===== src/odlg_map.vh =====
`ifndef ODLG_MAP_VH
`define ODLG_MAP_VH

// ****************************************************************
// Register offsets
// ****************************************************************
`define ODLG_ADDR_W          10
`define ODLG_CLOCK_OUTPUT_SIX_CTRL       10'h0F6
`define ODLG_CLOCK_OUTPUT_SEVEN_CTRL       10'h0F7
`define ODLG_CLOCK_OUTPUT_EIGHT_CTRL       10'h0F8
`define ODLG_OUT9_CTRL       10'h0F9
`define ODLG_OUT10_CTRL      10'h0FA
`define ODLG_CLOCK_OUTPUT_ELEVEN_CTRL      10'h0FB
`define ODLG_GATE_LOW        10'h0FC
`define ODLG_GATE_HIGH       10'h0FD

// ****************************************************************
// Output control fields
// ****************************************************************
`define ODLG_F_TYPE          7
`define ODLG_F_CMOS_HI       6
`define ODLG_F_CMOS_LO       5
`define ODLG_F_POL_HI        4
`define ODLG_F_POL_LO        3
`define ODLG_F_VOD_HI        2
`define ODLG_F_VOD_LO        1
`define ODLG_F_PD            0

// ****************************************************************
// Reset values, read mask and sizes
// ****************************************************************
`define ODLG_CTRL_RST        8'h62
`define ODLG_GATE_RST        8'h00
`define ODLG_GATE_HIGH_MASK  8'h0F
`define ODLG_FIRST_CTRL_OUT  6
`define ODLG_NUM_CTRL        6
`define ODLG_NUM_OUT         12

`endif


===== src/odlg_regs.v =====
`timescale 1ns/10ps
`include "odlg_map.vh"

module odlg_regs #(
    parameter NUM_OUT = `ODLG_NUM_OUT
) (
    input  wire                     core_clk,
    input  wire                     arst_n,
    input  wire [`ODLG_ADDR_W-1:0]  reg_addr,
    input  wire [7:0]               reg_wdata,
    input  wire                     reg_wr,
    input  wire                     reg_rd,
    output reg  [7:0]               reg_rdata,
    output reg                      reg_rd_valid,
    output reg                      reg_hit,
    input  wire                     lock_detect_gate_signal,
    input  wire [NUM_OUT-1:0]       ext_power_down,
    output reg  [47:0]              ctrl_flat,
    output reg  [NUM_OUT-1:0]       lock_gate_enable_bit,
    output wire [NUM_OUT-1:0]       drv_enable,
    output wire [NUM_OUT-1:0]       drv_pin_a_on,
    output wire [NUM_OUT-1:0]       drv_pin_b_on
);
    // ****************************************************************
    // Address decode
    // ****************************************************************
    function is_ctrl;
        input [`ODLG_ADDR_W-1:0] a;
        begin
            is_ctrl = (a >= `ODLG_CLOCK_OUTPUT_SIX_CTRL) && (a <= `ODLG_CLOCK_OUTPUT_ELEVEN_CTRL);
        end
    endfunction

    // Control byte of output six plus k within the flat bus
    function [7:0] ctrl_byte;
        input [47:0]  flat;
        input integer k;
        begin
            ctrl_byte = flat[k*8 +: 8];
        end
    endfunction

    function is_mapped;
        input [`ODLG_ADDR_W-1:0] a;
        begin
            is_mapped = is_ctrl(a) || (a == `ODLG_GATE_LOW) || (a == `ODLG_GATE_HIGH);
        end
    endfunction

    // ****************************************************************
    // Write strobes, one per register
    // ****************************************************************
    reg [`ODLG_NUM_CTRL-1:0] ctrl_we;
    reg                      gate_low_we;
    reg                      gate_high_we;

    always @* begin
        ctrl_we      = {`ODLG_NUM_CTRL{1'b0}};
        gate_low_we  = 1'b0;
        gate_high_we = 1'b0;
        if (reg_wr) begin
            case (reg_addr)
                `ODLG_CLOCK_OUTPUT_SIX_CTRL:  ctrl_we      = 6'h01;
                `ODLG_CLOCK_OUTPUT_SEVEN_CTRL:  ctrl_we      = 6'h02;
                `ODLG_CLOCK_OUTPUT_EIGHT_CTRL:  ctrl_we      = 6'h04;
                `ODLG_OUT9_CTRL:  ctrl_we      = 6'h08;
                `ODLG_OUT10_CTRL: ctrl_we      = 6'h10;
                `ODLG_CLOCK_OUTPUT_ELEVEN_CTRL: ctrl_we      = 6'h20;
                `ODLG_GATE_LOW:   gate_low_we  = 1'b1;
                `ODLG_GATE_HIGH:  gate_high_we = 1'b1;
                // Unmapped addresses raise no strobe
                default:          ctrl_we      = {`ODLG_NUM_CTRL{1'b0}};
            endcase
        end
    end

    // ****************************************************************
    // Control registers
    // ****************************************************************
    always @(posedge core_clk or negedge arst_n) begin
        if (!arst_n) begin
            ctrl_flat[7:0]   <= `ODLG_CTRL_RST;
            ctrl_flat[15:8]  <= `ODLG_CTRL_RST;
            ctrl_flat[23:16] <= `ODLG_CTRL_RST;
            ctrl_flat[31:24] <= `ODLG_CTRL_RST;
            ctrl_flat[39:32] <= `ODLG_CTRL_RST;
            ctrl_flat[47:40] <= `ODLG_CTRL_RST;
        end else begin
            if (ctrl_we[0]) begin
                ctrl_flat[7:0] <= reg_wdata;
            end
            if (ctrl_we[1]) begin
                ctrl_flat[15:8] <= reg_wdata;
            end
            if (ctrl_we[2]) begin
                ctrl_flat[23:16] <= reg_wdata;
            end
            if (ctrl_we[3]) begin
                ctrl_flat[31:24] <= reg_wdata;
            end
            if (ctrl_we[4]) begin
                ctrl_flat[39:32] <= reg_wdata;
            end
            if (ctrl_we[5]) begin
                ctrl_flat[47:40] <= reg_wdata;
            end
        end
    end

    // ****************************************************************
    // Lock gate registers
    // ****************************************************************
    always @(posedge core_clk or negedge arst_n) begin
        if (!arst_n) begin
            lock_gate_enable_bit <= {NUM_OUT{1'b0}};
        end else begin
            if (gate_low_we) begin
                lock_gate_enable_bit[7:0] <= reg_wdata;
            end
            // Upper four bits of the high gate register carry no gating
            if (gate_high_we) begin
                lock_gate_enable_bit[11:8] <= reg_wdata[3:0];
            end
        end
    end

    // ****************************************************************
    // Register reads
    // ****************************************************************
    reg [7:0] next_rdata;
    always @* begin
        next_rdata = 8'h00;
        case (reg_addr)
            `ODLG_CLOCK_OUTPUT_SIX_CTRL:  next_rdata = ctrl_byte(ctrl_flat, 0);
            `ODLG_CLOCK_OUTPUT_SEVEN_CTRL:  next_rdata = ctrl_byte(ctrl_flat, 1);
            `ODLG_CLOCK_OUTPUT_EIGHT_CTRL:  next_rdata = ctrl_byte(ctrl_flat, 2);
            `ODLG_OUT9_CTRL:  next_rdata = ctrl_byte(ctrl_flat, 3);
            `ODLG_OUT10_CTRL: next_rdata = ctrl_byte(ctrl_flat, 4);
            `ODLG_CLOCK_OUTPUT_ELEVEN_CTRL: next_rdata = ctrl_byte(ctrl_flat, 5);
            `ODLG_GATE_LOW:   next_rdata = lock_gate_enable_bit[7:0];
            `ODLG_GATE_HIGH: begin
                next_rdata = {4'h0, lock_gate_enable_bit[11:8]} & `ODLG_GATE_HIGH_MASK;
            end
            // Unmapped addresses read as zero
            default:          next_rdata = 8'h00;
        endcase
    end

    // ****************************************************************
    // Read answer
    // ****************************************************************
    // A read in the same cycle as a write returns the old value
    always @(posedge core_clk or negedge arst_n) begin
        if (!arst_n) begin
            reg_rdata <= 8'h00;
        end else if (reg_rd) begin
            reg_rdata <= next_rdata;
        end
    end

    always @(posedge core_clk or negedge arst_n) begin
        if (!arst_n) begin
            reg_rd_valid <= 1'b0;
        end else begin
            reg_rd_valid <= reg_rd;
        end
    end

    // Hit flags any access to a mapped address
    always @(posedge core_clk or negedge arst_n) begin
        if (!arst_n) begin
            reg_hit <= 1'b0;
        end else begin
            reg_hit <= (reg_rd | reg_wr) & is_mapped(reg_addr);
        end
    end

    // ****************************************************************
    // Driver enables
    // ****************************************************************
    // Software is expected to run the current-source lock detect mode
    // and enable the pin comparator so the gating signal is meaningful.
    genvar g;
    generate
        // Outputs below six have gating and external power-down only
        for (g = 0; g < `ODLG_FIRST_CTRL_OUT; g = g + 1) begin : gen_plain
            odlg_out_gate #(
                .HAS_CTRL (0)
            ) u_gate (
                .ctrl     (`ODLG_CTRL_RST),
                .gate_en  (lock_gate_enable_bit[g]),
                .lock_sig (lock_detect_gate_signal),
                .ext_pd   (ext_power_down[g]),
                .drv_on   (drv_enable[g]),
                .pin_a_on (drv_pin_a_on[g]),
                .pin_b_on (drv_pin_b_on[g])
            );
        end
        // Outputs six and up add their own control register
        for (g = `ODLG_FIRST_CTRL_OUT; g < NUM_OUT; g = g + 1) begin : gen_ctrl
            odlg_out_gate #(
                .HAS_CTRL (1)
            ) u_gate (
                .ctrl     (ctrl_byte(ctrl_flat, g - `ODLG_FIRST_CTRL_OUT)),
                .gate_en  (lock_gate_enable_bit[g]),
                .lock_sig (lock_detect_gate_signal),
                .ext_pd   (ext_power_down[g]),
                .drv_on   (drv_enable[g]),
                .pin_a_on (drv_pin_a_on[g]),
                .pin_b_on (drv_pin_b_on[g])
            );
        end
    endgenerate
endmodule


===== src/odlg_out_gate.v =====
`timescale 1ns/10ps
`include "odlg_map.vh"

// ****************************************************************
// Enable of one clock output driver
// ****************************************************************
module odlg_out_gate #(
    parameter HAS_CTRL = 1
) (
    input  wire [7:0] ctrl,
    input  wire       gate_en,
    input  wire       lock_sig,
    input  wire       ext_pd,
    output wire       drv_on,
    output wire       pin_a_on,
    output wire       pin_b_on
);
    wire cmos_mode;
    wire own_on;
    wire gate_ok;

    // Single-ended pair when set, differential otherwise
    assign cmos_mode = ctrl[`ODLG_F_TYPE];
    assign own_on    = (HAS_CTRL == 0) ? 1'b1 :
                       (cmos_mode ? (ctrl[`ODLG_F_CMOS_HI] | ctrl[`ODLG_F_CMOS_LO])
                                  : ~ctrl[`ODLG_F_PD]);
    // Purely combinational: lock loss powers a gate-enabled driver down with no clock
    assign gate_ok   = ~gate_en | lock_sig;
    assign drv_on    = gate_ok & own_on & ~ext_pd;
    assign pin_a_on  = drv_on & (~cmos_mode | ctrl[`ODLG_F_CMOS_LO] | (HAS_CTRL == 0));
    assign pin_b_on  = drv_on & (~cmos_mode | ctrl[`ODLG_F_CMOS_HI] | (HAS_CTRL == 0));
endmodule


===== config.mk =====
export PLATFORM = sky130hd
export DESIGN_NAME = odlg_regs
export DESIGN_NICKNAME = d
export VERILOG_FILES = /design/src/odlg_regs.v /design/src/odlg_out_gate.v
export VERILOG_INCLUDE_DIRS = /design/src
export SDC_FILE = /design/constraint.sdc
export NUM_CORES = 1
export LEC_CHECK = 0
export ABC_AREA = 1
export BUFFER_PORTS_ARGS = -buffer_cell sky130_fd_sc_hd__buf_2
export CORE_MARGIN = 10
export CORE_UTILIZATION = 40
export DETAILED_ROUTE_END_ITERATION = 8
export PLACE_DENSITY_LB_ADDON = 0.12
export SYNTH_ARGS = -nofsm -noshare
export SYNTH_HDL_FRONTEND = slang
export SYNTH_SLANG_ARGS = --single-unit
export TNS_END_PERCENT = 10

===== constraint.sdc =====
create_clock -name core_clk -period 2.4 [get_ports core_clk]
set_input_delay 0.12 -clock core_clk [delete_from_list [all_inputs] [get_ports core_clk]]
set_output_delay 0.12 -clock core_clk [all_outputs]
set_load 0.02 [all_outputs]

==> impl_metrics.env, run 1 <==
export IMPL_dpl_cell_area_mm2=0.00462
export IMPL_vias_per_cell=4.96
export IMPL_r2r_cells=6
export IMPL_crit_arrival_ps=1550
export IMPL_ios=141
export IMPL_dp_hpwl_um=10500
export IMPL_grt_pass1_vias=3803
export IMPL_die_y_um=122
export IMPL_crit_start="ctrl_flat[23]$_DFFE_PN0P_"
export IMPL_ys_flop_type="dfrtp_1"
export IMPL_cts_made_buffers=9
export IMPL_nets=652
export IMPL_yosysUniqueCellTypes=28
export IMPL_num_vias=3761
export IMPL_ys_seq_area_frac=0.423
export IMPL_ir_drop_v=0.000299
export IMPL_core_mm2=0.0103
export IMPL_tns_ps=0
export IMPL_cp_required_ps=2280
export IMPL_cts_resized=0
export IMPL_endpoint_kind="output port"
export IMPL_clk_pin_slew_ps=80
export IMPL_die_area_mm2=0.0150
export IMPL_slowest_delay_ps=420
export IMPL_drt_iter0_drc=221
export IMPL_h_tree_depth=3
export IMPL_tightest_slew_ps=508
export IMPL_clock_latency_ps=350
export IMPL_fin_skew_ps=11.2
export IMPL_syn_to_final_growth_pct=17.2
export IMPL_fillCellCount=1054
export IMPL_antenna_found_initial=0
export IMPL_layout_drive_gt1_share=0.362
export IMPL_grt_max_degree=40
export IMPL_wl_per_cell_um=17.7
export IMPL_die_x_um=122
export IMPL_r2r_start="ctrl_flat[45]$_DFFE_PN1P_"
export IMPL_critical_path_endpoint="drv_pin_b_on[8]"
export IMPL_setup_viol_count_final=0
export IMPL_startpoint_type="flop"
export IMPL_route_detailed_drc=0
export IMPL_clockBufferDepth=2
export IMPL_synth_area_mm2=0.00419
export IMPL_design_area_mm2=0.00491
export IMPL_rows=37
export IMPL_wl_um=13400
export IMPL_synth_edf_count=0
export IMPL_initial_core_util=0.408
export IMPL_syn_inst=526
export IMPL_cts_hold_repair_buffers=2
export IMPL_routabilityCongestion=0.836
export IMPL_yosysWarnings=0
export IMPL_grt_ovfl_total=0
export IMPL_max_clock_freq_mhz=599
export IMPL_grt_usage=0.178
export IMPL_async_flop_share=1.00
export IMPL_synth_avg_cell_area_um2=7.97
export IMPL_synth_top_cell_area_share=0.310
export IMPL_port_buffers=140
export IMPL_cts_tree="built"
export IMPL_max_slew_margin=0.661
export IMPL_synth_area_leaders="dfrtp_1, nand2_1, dfstp_2"
export IMPL_drt_pass1_iterations=4
export IMPL_cts_sinks=70
export IMPL_cellPowerDensity_mw_per_mm2=577
export IMPL_crit_fanout=5
export IMPL_rsz0062_at_grt="no"
export IMPL_period_share=0.695
export IMPL_cts_setup_buffers=0
export IMPL_grt_pass1_wl_um=20800
export IMPL_r2r_slack_ps=1280
export IMPL_cp_cell_sequence="inv_1 -> a21oi_1 -> nand2_1 -> nor2_1 -> inv_1 -> a21oi_1 -> buf_2"
export IMPL_synth_net_count=561
export IMPL_outcome="finished, final reports clean"
export IMPL_antenna_left=0
export IMPL_power_leakage_nw=2.72
export IMPL_yosysTopAreaCell="dfrtp_1"
export IMPL_critPathKind="flop to output port"
export IMPL_final_hold_viol_count=0
export IMPL_r2r_end="reg_rdata[5]$_DFFE_PN0P_"
export IMPL_final_min_clock_period_ps=1670
export IMPL_ys_seq_elements=70
export IMPL_slew_violations=0
export IMPL_maxCapViolCount=0
export IMPL_hold_path_class="input port to flop"
export IMPL_n_antenna_cell=0
export IMPL_crit_path_top_delay_cell="dfrtp_1"
export IMPL_cts_root_buf="clkbuf_8"
[flip-flops by register name, indices dropped and copies added, names as in the netlist]
signal                flops
reg_hit                   1
reg_rd_valid              1
ctrl_flat                48
reg_rdata                 8
lock_gate_enable_bit     12
[critical path, delay by kind of cell, from the launching register on]
family | cells | cell delay [ps]
compound gates | 2 | 250
buf+inv | 3 | 350
simple gates | 2 | 180
flops | 1 | 420
[Yosys cell counts (all sizes together), types with 2 or more instances]
cell and number:
nor3 7, clkbuf 2, inv 35, nand4 44, nand2 153, o21ai 61
buf 65, nand3 13, nor2 59, dfrtp 52, dfstp 18, a21oi 15
[area by class of cell]
class	count	area [µm²]	area share
multi-input combinational	353	1800	0.366
timing repair buffer	147	758	0.154
clock inverter	5	129	0.0262
clock buffer	11	141	0.0288
sequential	70	1770	0.361
tap	136	170	0.0346
inverter	36	140	0.0285
[logic make-up after synthesis]
| logic type | count (synthesis) | share of synthesized area |
|---|---|---|
| compound gates | 76 | 0.105 |
| buf+inv | 103 | 0.147 |
| flops | 70 | 0.423 |
| simple gates | 277 | 0.324 |
[power breakdown]
group	internal, mW	switching [mW]	leakage [nW]	total [mW]
logic	0.0853	0.225	1.68	0.311
registers	1.20	0.0200	0.908	1.22
clock network	0.829	0.478	0.134	1.31
total	2.11	0.723	2.72	2.84
[routing by layer]
layer	vias to the layer above	GRT usage	share of wire
li1	1867	-	-
met1	1755	0.221	0.43
met2	123	0.296	0.49
met3	16	0.0473	0.067
met4	0	0.0538	0.016
met5	-	0	0
[through the flow]
stage	total power, mW	setup WS [ps]	instances	util	hold WS, ps
after floorplan	1.46	1120	526	-	-176
after global placement	1.55	823	740	0.450	169
after detailed placement	1.55	799	740	0.450	176
after CTS	2.85	729	758	0.478	110
after global routing	2.94	574	758	0.478	129
final	2.84	732	758	0.478	120
[worst min-delay path by stage]
stage / from / cells after the start / endpoint
after CTS: reg_addr[2] / 3 / reg_hit$_DFF_PN0_
after floorplan: arst_n / 0 / ctrl_flat[0]$_DFFE_PN0P_
after global routing: reg_addr[2] / 3 / reg_hit$_DFF_PN0_
final: reg_addr[2] / 3 / reg_hit$_DFF_PN0_
after detailed placement: arst_n / 2 / lock_gate_enable_bit[3]$_DFFE_PN0P_
after global placement: arst_n / 2 / lock_gate_enable_bit[3]$_DFFE_PN0P_
[cell usage in the layout (no fill, tap or decap)]
| cell type | count |
|---|---|
| nand2_1 | 146 |
| buf_2 | 140 |
| dfrtp_1 | 52 |
| nor2_1 | 49 |
| o21ai_1 | 44 |
| nand4_1 | 42 |
| inv_1 | 28 |
| dfstp_2 | 18 |
| o21ai_2 | 16 |
| a21oi_1 | 15 |
| clkbuf_8 | 10 |
| nand3_1 | 9 |
| inv_2 | 7 |
| nor3_1 | 7 |
| nor2_4 | 6 |
| buf_4 | 5 |
| bufinv_16 | 4 |
| nand2_4 | 3 |
| nor2_8 | 3 |
| nand3_2 | 3 |
| nand2_2 | 3 |
| nand4_2 | 2 |
| dlygate4sd3_1 | 2 |
| nor2_2 | 1 |
| o21ai_0 | 1 |
| nor4_1 | 1 |
| nand3_4 | 1 |
| clkinv_4 | 1 |
| nand2_8 | 1 |
| inv_6 | 1 |
| clkbuf_1 | 1 |
(Power assumes the default switching activity.)
==> run 2: changes to the inputs <==
==> constraint.sdc (replaced) <==
create_clock -name core_clk -period 1.6 [get_ports core_clk]
set_input_delay 0.08 -clock core_clk [delete_from_list [all_inputs] [get_ports core_clk]]
set_output_delay 0.08 -clock core_clk [all_outputs]
set_load 0.02 [all_outputs]
==> run 2 against run 1 <==
- setup slack worse by 720 ps
- routed wire length is 0.65% higher
- largest cell class unchanged
- cell area is 4.3% higher
- final cell count is 2.0% higher
- power is 44% higher
- die area stayed put
- sequential power is 50% higher
- critical path depth is 1 lower
==> impl_metrics.env, run 2 (synthesized netlist as in run 1, its figures left out) <==
export IMPL_layout_drive_gt1_share=0.422
export IMPL_outcome="finished, final reports clean"
export IMPL_initial_core_util=0.408
export IMPL_cts_root_buf="clkbuf_8"
export IMPL_dp_hpwl_um=10400
export IMPL_power_leakage_nw=2.80
export IMPL_max_clock_freq_mhz=631
export IMPL_die_y_um=122
export IMPL_wl_um=13500
export IMPL_slowest_delay_ps=440
export IMPL_routabilityCongestion=0.896
export IMPL_critPathKind="flop to output port"
export IMPL_syn_to_final_growth_pct=22.3
export IMPL_fillCellCount=1073
export IMPL_final_common_cell="nand2_1"
export IMPL_period_share=0.990
export IMPL_nets=667
export IMPL_regMostFlops="ctrl_flat"
export IMPL_antenna_found_initial=0
export IMPL_cp_required_ps=1520
export IMPL_crit_path_top_delay_cell="dfrtp_1"
export IMPL_n_antenna_cell=0
export IMPL_ios=141
export IMPL_port_buffers=140
export IMPL_die_area_mm2=0.0150
export IMPL_clock_latency_ps=360
export IMPL_rows=37
export IMPL_cts_sinks=70
export IMPL_crit_buf_inv=2
export IMPL_grt_usage=0.179
export IMPL_crit_arrival_ps=1500
export IMPL_cts_made_buffers=9
export IMPL_total_power_mw=4.08
export IMPL_grt_max_degree=38
export IMPL_fin_skew_ps=10.1
export IMPL_clockBufferDepth=2
export IMPL_maxCapViolCount=0
export IMPL_cts_tree="built"
export IMPL_setup_viol_count_final=0
export IMPL_grt_pass1_vias=3791
export IMPL_grt_ovfl_total=0
export IMPL_num_vias=3853
export IMPL_hold_path_class="input port to flop"
export IMPL_most_common_layout_cells="nand2_1, buf_2, dfrtp_1"
export IMPL_drt_pass1_iterations=5
export IMPL_vias_per_cell=4.98
export IMPL_antenna_left=0
export IMPL_final_min_clock_period_ps=1580
export IMPL_cellPowerDensity_mw_per_mm2=797
export IMPL_largestRegisters="ctrl_flat (48), lock_gate_enable_bit (12), reg_rdata (8)"
export IMPL_startpoint_type="flop"
export IMPL_final_hold_viol_count=0
export IMPL_die_x_um=122
export IMPL_endpoint_kind="output port"
export IMPL_whs_ps=61.7
export IMPL_grt_pass1_wl_um=20800
export IMPL_max_slew_margin=0.666
export IMPL_h_tree_depth=3
export IMPL_clk_pin_slew_ps=80
export IMPL_core_mm2=0.0103
export IMPL_largest_register_ffs=48
export IMPL_crit_family="simple AND/OR/NAND/NOR gates"
export IMPL_tightest_slew_ps=501
export IMPL_cp_cell_sequence="nand2_1 -> nand2_1 -> nor2_2 -> inv_1 -> nor2_1 -> buf_4"
export IMPL_route_detailed_drc=0
export IMPL_slew_violations=0
export IMPL_ir_drop_v=0.000381
export IMPL_rsz0062_at_grt="yes"
export IMPL_cp_common_cell="nand2_1"
export IMPL_wl_per_cell_um=17.5
export IMPL_drt_iter0_drc=225
export IMPL_crit_fanout=4
-- run 2: stage by stage --
step | area, µm² | cells | setup WS, ps | setup TNS (ps) | utilization
after floorplan | 4190 | 526 | 356 | 0 | -
after global placement | 4690 | 744 | 194 | 0 | 0.456
after detailed placement | 4690 | 744 | 135 | 0 | 0.456
after CTS | 4970 | 763 | -7.61 | -7.61 | 0.483
after global routing | 5130 | 773 | -48.7 | -335 | 0.499
final | 5130 | 773 | 16.4 | 0 | 0.499
-- run 2: final timing paths --
| path | slack, ps | from | endpoint | cells past startpoint |
|---|---|---|---|---|
| max | 20 | lock_gate_enable_bit[10]$_DFFE_PN0P_ | drv_pin_a_on[10] | 6 |
| max reg2reg | 450 | ctrl_flat[39]$_DFFE_PN0P_ | reg_rdata[7]$_DFFE_PN0P_ | 7 |
| min in group asynchronous | 230 | arst_n | lock_gate_enable_bit[1]$_DFFE_PN0P_ | 2 |
| max in group asynchronous | 750 | arst_n | ctrl_flat[14]$_DFFE_PN1P_ | 3 |
| min | 60 | reg_addr[2] | reg_hit$_DFF_PN0_ | 3 |
| min reg2reg | 480 | reg_rdata[0]$_DFFE_PN0P_ | reg_rdata[0]$_DFFE_PN0P_ | 2 |
-- run 2: timing repair --
item | in CTS | in global routing
setup endpoints to repair | 6 | 12
setup buffers | 1 | 10
hold buffers | 2 | 0
pin swaps | 0 | 8
endpoints found under the hold margin | 15 | 0
resized for setup | 6 | 38
-- run 2: cell type report --
class                   count  area, µm²  share of cell area
multi-input cells         353       1850               0.362
flip-flops and latches     70       1780               0.347
repair buffers            162        946               0.185
well taps                 136        170              0.0332
inverters                  36        140              0.0273
clock buffers              10        128              0.0249
clock inverters             6        110              0.0215
-- run 2: power breakdown --
group | switching [mW] | internal, mW | leakage [nW] | total (mW)
Clock | 0.706 | 1.03 | 0.112 | 1.74
Combinational | 0.353 | 0.165 | 1.78 | 0.517
Sequential | 0.0281 | 1.80 | 0.903 | 1.83
Total | 1.09 | 3.00 | 2.80 | 4.08
-- run 2: worst reg2reg max path: stages (launching register included) --
cell,delay [ps]
dfrtp_1,420
buf_4,150
nand4_1,80
nand2_1,50
nor2_1,150
nand2_1,80
nand2_1,60
nand2_1,40
-- run 2: per-layer routing --
metal / routed length (µm) / global-route usage / vias to the layer above
li1: - / - / 1905
met1: 5920 / 0.219 / 1817
met2: 6450 / 0.298 / 115
met3: 925 / 0.0533 / 16
met4: 230 / 0.0538 / 0
met5: 0 / 0 / -
==> run 3: changes to the inputs <==
--- a/config.mk
+++ b/config.mk
@@ -6,10 +6,10 @@
 export SDC_FILE = /design/constraint.sdc
 export NUM_CORES = 1
 export LEC_CHECK = 0
-export ABC_AREA = 1
+export ABC_AREA = 0
 export BUFFER_PORTS_ARGS = -buffer_cell sky130_fd_sc_hd__buf_2
 export CORE_MARGIN = 10
-export CORE_UTILIZATION = 40
+export CORE_UTILIZATION = 25
 export DETAILED_ROUTE_END_ITERATION = 8
 export PLACE_DENSITY_LB_ADDON = 0.12
 export SYNTH_ARGS = -nofsm -noshare
==> run 3 against run 2 <==
- clock-buffer cell count grew 3
- clock skew shrank 6.9 ps
- global-route usage shrank 4.6 points
- synthesized cell count shrank 32%
- routed wire length grew 4.6%
- largest power group is now the clock network
- the run now ends with setup timing left
- utilization shrank 15 points
- combinational power grew 3%
- flip-flop and latch count is the same
- die area grew 42%
==> impl_metrics.env, run 3 <==
export IMPL_outcome="complete, but fails checks"
export IMPL_violations="setup timing"
export IMPL_final_hold_viol_count=0
export IMPL_vias_per_cell=4.45
export IMPL_final_cells=724
export IMPL_wl_um=14200
export IMPL_ios=141
export IMPL_cts_root_buf="clkbuf_16"
export IMPL_dp_cells=694
export IMPL_port_buffers=140
export IMPL_pwr_share_comb=0.124
export IMPL_slew_violations=0
export IMPL_antenna_left=0
export IMPL_yosysWarnings=0
export IMPL_period_share=1.05
export IMPL_critPathKind="flop to output port"
export IMPL_crit_arrival_ps=1600
export IMPL_synthTopCellsByCount="mux2_2, dfrtp_1, buf_4"
export IMPL_largest_register_ffs=48
export IMPL_synth_avg_cell_area_um2=11.0
export IMPL_grt_usage=0.133
export IMPL_core_mm2=0.0154
export IMPL_grt_use_met2=0.219
export IMPL_hold_path_class="input port to flop"
export IMPL_routabilityCongestion=0.797
export IMPL_initial_core_util=0.257
export IMPL_use_met3=0.0425
export IMPL_n_antenna_cell=0
export IMPL_die_y_um=146
export IMPL_most_common_layout_cells="buf_2, buf_4, mux2_2"
export IMPL_antenna_found_initial=0
export IMPL_crit_fanout=3
export IMPL_ys_seq_elements=70
export IMPL_grt_use_met1=0.163
export IMPL_startpoint_type="flop"
export IMPL_cp_required_ps=1520
export IMPL_layout_drive_gt1_share=0.616
export IMPL_cts_sinks=70
export IMPL_synth_edf_count=0
export IMPL_grt_pass1_vias=3513
export IMPL_synth_area_mm2=0.00396
export IMPL_maxCapViolCount=0
export IMPL_nets=543
export IMPL_cellPowerDensity_mw_per_mm2=799
export IMPL_wl_per_cell_um=19.5
export IMPL_ir_drop_v=0.000412
export IMPL_max_slew_margin=0.569
export IMPL_max_clock_freq_mhz=597
export IMPL_yosysTopAreaCell="dfrtp_1"
export IMPL_power_frac_seq=0.424
export IMPL_whs_ps=36.6
export IMPL_yosysUniqueCellTypes=32
export IMPL_p_sw_mw=1.12
export IMPL_die_x_um=146
export IMPL_die_area_mm2=0.0213
export IMPL_largestRegisters="ctrl_flat (48), lock_gate_enable_bit (12), reg_rdata (8)"
export IMPL_h_tree_depth=3
export IMPL_ys_flop_type="dfrtp_1"
export IMPL_busiest_layer="met2"
export IMPL_regMostFlops="ctrl_flat"
export IMPL_setup_viol_count_final=12
export IMPL_power_share_clock=0.452
export IMPL_endpoint_kind="output port"
export IMPL_yosysMostFrequentCell="mux2_2"
export IMPL_setup_ws_ps=-75.2
export IMPL_cts_made_buffers=9
export IMPL_syn_inst=360
export IMPL_final_min_clock_period_ps=1680
export IMPL_fin_skew_ps=3.17
export IMPL_grt_max_degree=29
export IMPL_grt_ovfl_total=0
export IMPL_syn_to_final_growth_pct=36.1
export IMPL_cts_tree="built"
export IMPL_route_detailed_drc=0
export IMPL_synth_area_leaders="dfrtp_1, mux2_2, dfstp_2"
export IMPL_tightest_slew_ps=642
export IMPL_grt_pass1_wl_um=21800
export IMPL_drt_pass1_iterations=4
export IMPL_power_leakage_nw=2.68
export IMPL_clockBufferDepth=2
export IMPL_fillCellCount=1580
export IMPL_rows=45
export IMPL_synth_net_count=395
export IMPL_dp_hpwl_um=11000
export IMPL_switching_share=0.261
export IMPL_p_int_mw=3.18
export IMPL_drt_iter0_drc=120
export IMPL_ys_seq_area_frac=0.449
export IMPL_rsz0062_at_grt="yes"
export IMPL_num_vias=3225
export IMPL_clk_pin_slew_ps=60
export IMPL_clock_latency_ps=340
export IMPL_synth_top_cell_area_share=0.329
export IMPL_final_common_cell="buf_2"
export IMPL_async_flop_share=1.00
==> run 3: cell types whose count changed after synthesis, sizes merged, moves of 5 or more <==
cell	before	now
a221oi	0	6
nand4	44	1
mux2i	0	20
nand3b	0	12
nand3	13	1
nor2	59	14
nand2	153	11
mux2	0	60
clkbuf	2	7
buf	65	55
a21oi	15	22
o21ai	61	6
o22ai	0	16
==> run 3: cells by family after synthesis <==
kind of cell | after synthesis | synth area share
compound gates | 58 | 0.0917
xor+xnor | 1 | 0.00221
buf+inv | 95 | 0.139
flops | 70 | 0.449
mux | 80 | 0.221
simple gates | 56 | 0.0968
==> run 3: stage by stage <==
step                utilization  power (mW)  worst slack [ps]  TNS, ps  instance area, µm²
global placement          0.317        2.36              -135    -1160                4870
global route              0.350        4.49              -185    -2400                5380
floorplan                     -        2.17               106        0                3960
CTS                       0.346        4.37              -132    -1270                5320
finish                    0.350        4.30             -75.2     -691                5380
detailed placement        0.317        2.36              -138    -1170                4870
==> run 3: power groups by stage <==
stage	clock network (mW)	registers (mW)	logic, mW
after detailed placement	0	1.86	0.502
after CTS	2.01	1.83	0.536
final	1.94	1.83	0.534
after global routing	2.08	1.83	0.583
after floorplan	0	1.88	0.291
after global placement	0	1.86	0.501
==> run 3: cell type report <==
type | instances | area (µm²) | share of cell area
Multi-Input combinational cell | 195 | 1690 | 0.314
Sequential cell | 70 | 1770 | 0.330
Inverter | 33 | 124 | 0.0230
Clock inverter | 3 | 17.5 | 0.00325
Timing Repair Buffer | 199 | 1240 | 0.231
Clock buffer | 13 | 270 | 0.0502
Tap cell | 211 | 264 | 0.0490
==> run 3: layer usage <==
metal,vias to the layer above,part of all wire
met5,-,0
met4,0,0.010
met3,13,0.055
met2,102,0.48
met1,1582,0.45
li1,1528,-
==> run 3: worst max-delay path, stage by stage (launching register included) <==
cell and delay (ps):
dfstp_2 540, nor2_1 40, a221oi_1 230, o21ai_1 150, a21oi_1 140, buf_4 160
==> run 3: final timing paths <==
| check | cells after the start | startpoint | slack [ps] | endpoint |
|---|---|---|---|---|
| max | 5 | ctrl_flat[38]$_DFFE_PN1P_ | -80 | drv_pin_a_on[10] |
| min in group asynchronous | 2 | arst_n | 250 | ctrl_flat[42]$_DFFE_PN0P_ |
| min | 3 | reg_wr | 40 | reg_hit$_DFF_PN0_ |
| max reg2reg | 6 | ctrl_flat[30]$_DFFE_PN1P_ | 100 | reg_rdata[6]$_DFFE_PN0P_ |
| max in group asynchronous | 3 | arst_n | 730 | ctrl_flat[6]$_DFFE_PN1P_ |
| min reg2reg | 1 | ctrl_flat[4]$_DFFE_PN0P_ | 530 | ctrl_flat[4]$_DFFE_PN0P_ |
==> run 3: timing repair <==
item / CTS / global route
endpoints found under the setup margin: 19 / 19
resized for setup: 32 / 12
buffers inserted: 10 / 3
hold buffers: 1 / 0
hold endpoints to repair: 12 / 0
pin swaps: 2 / 2
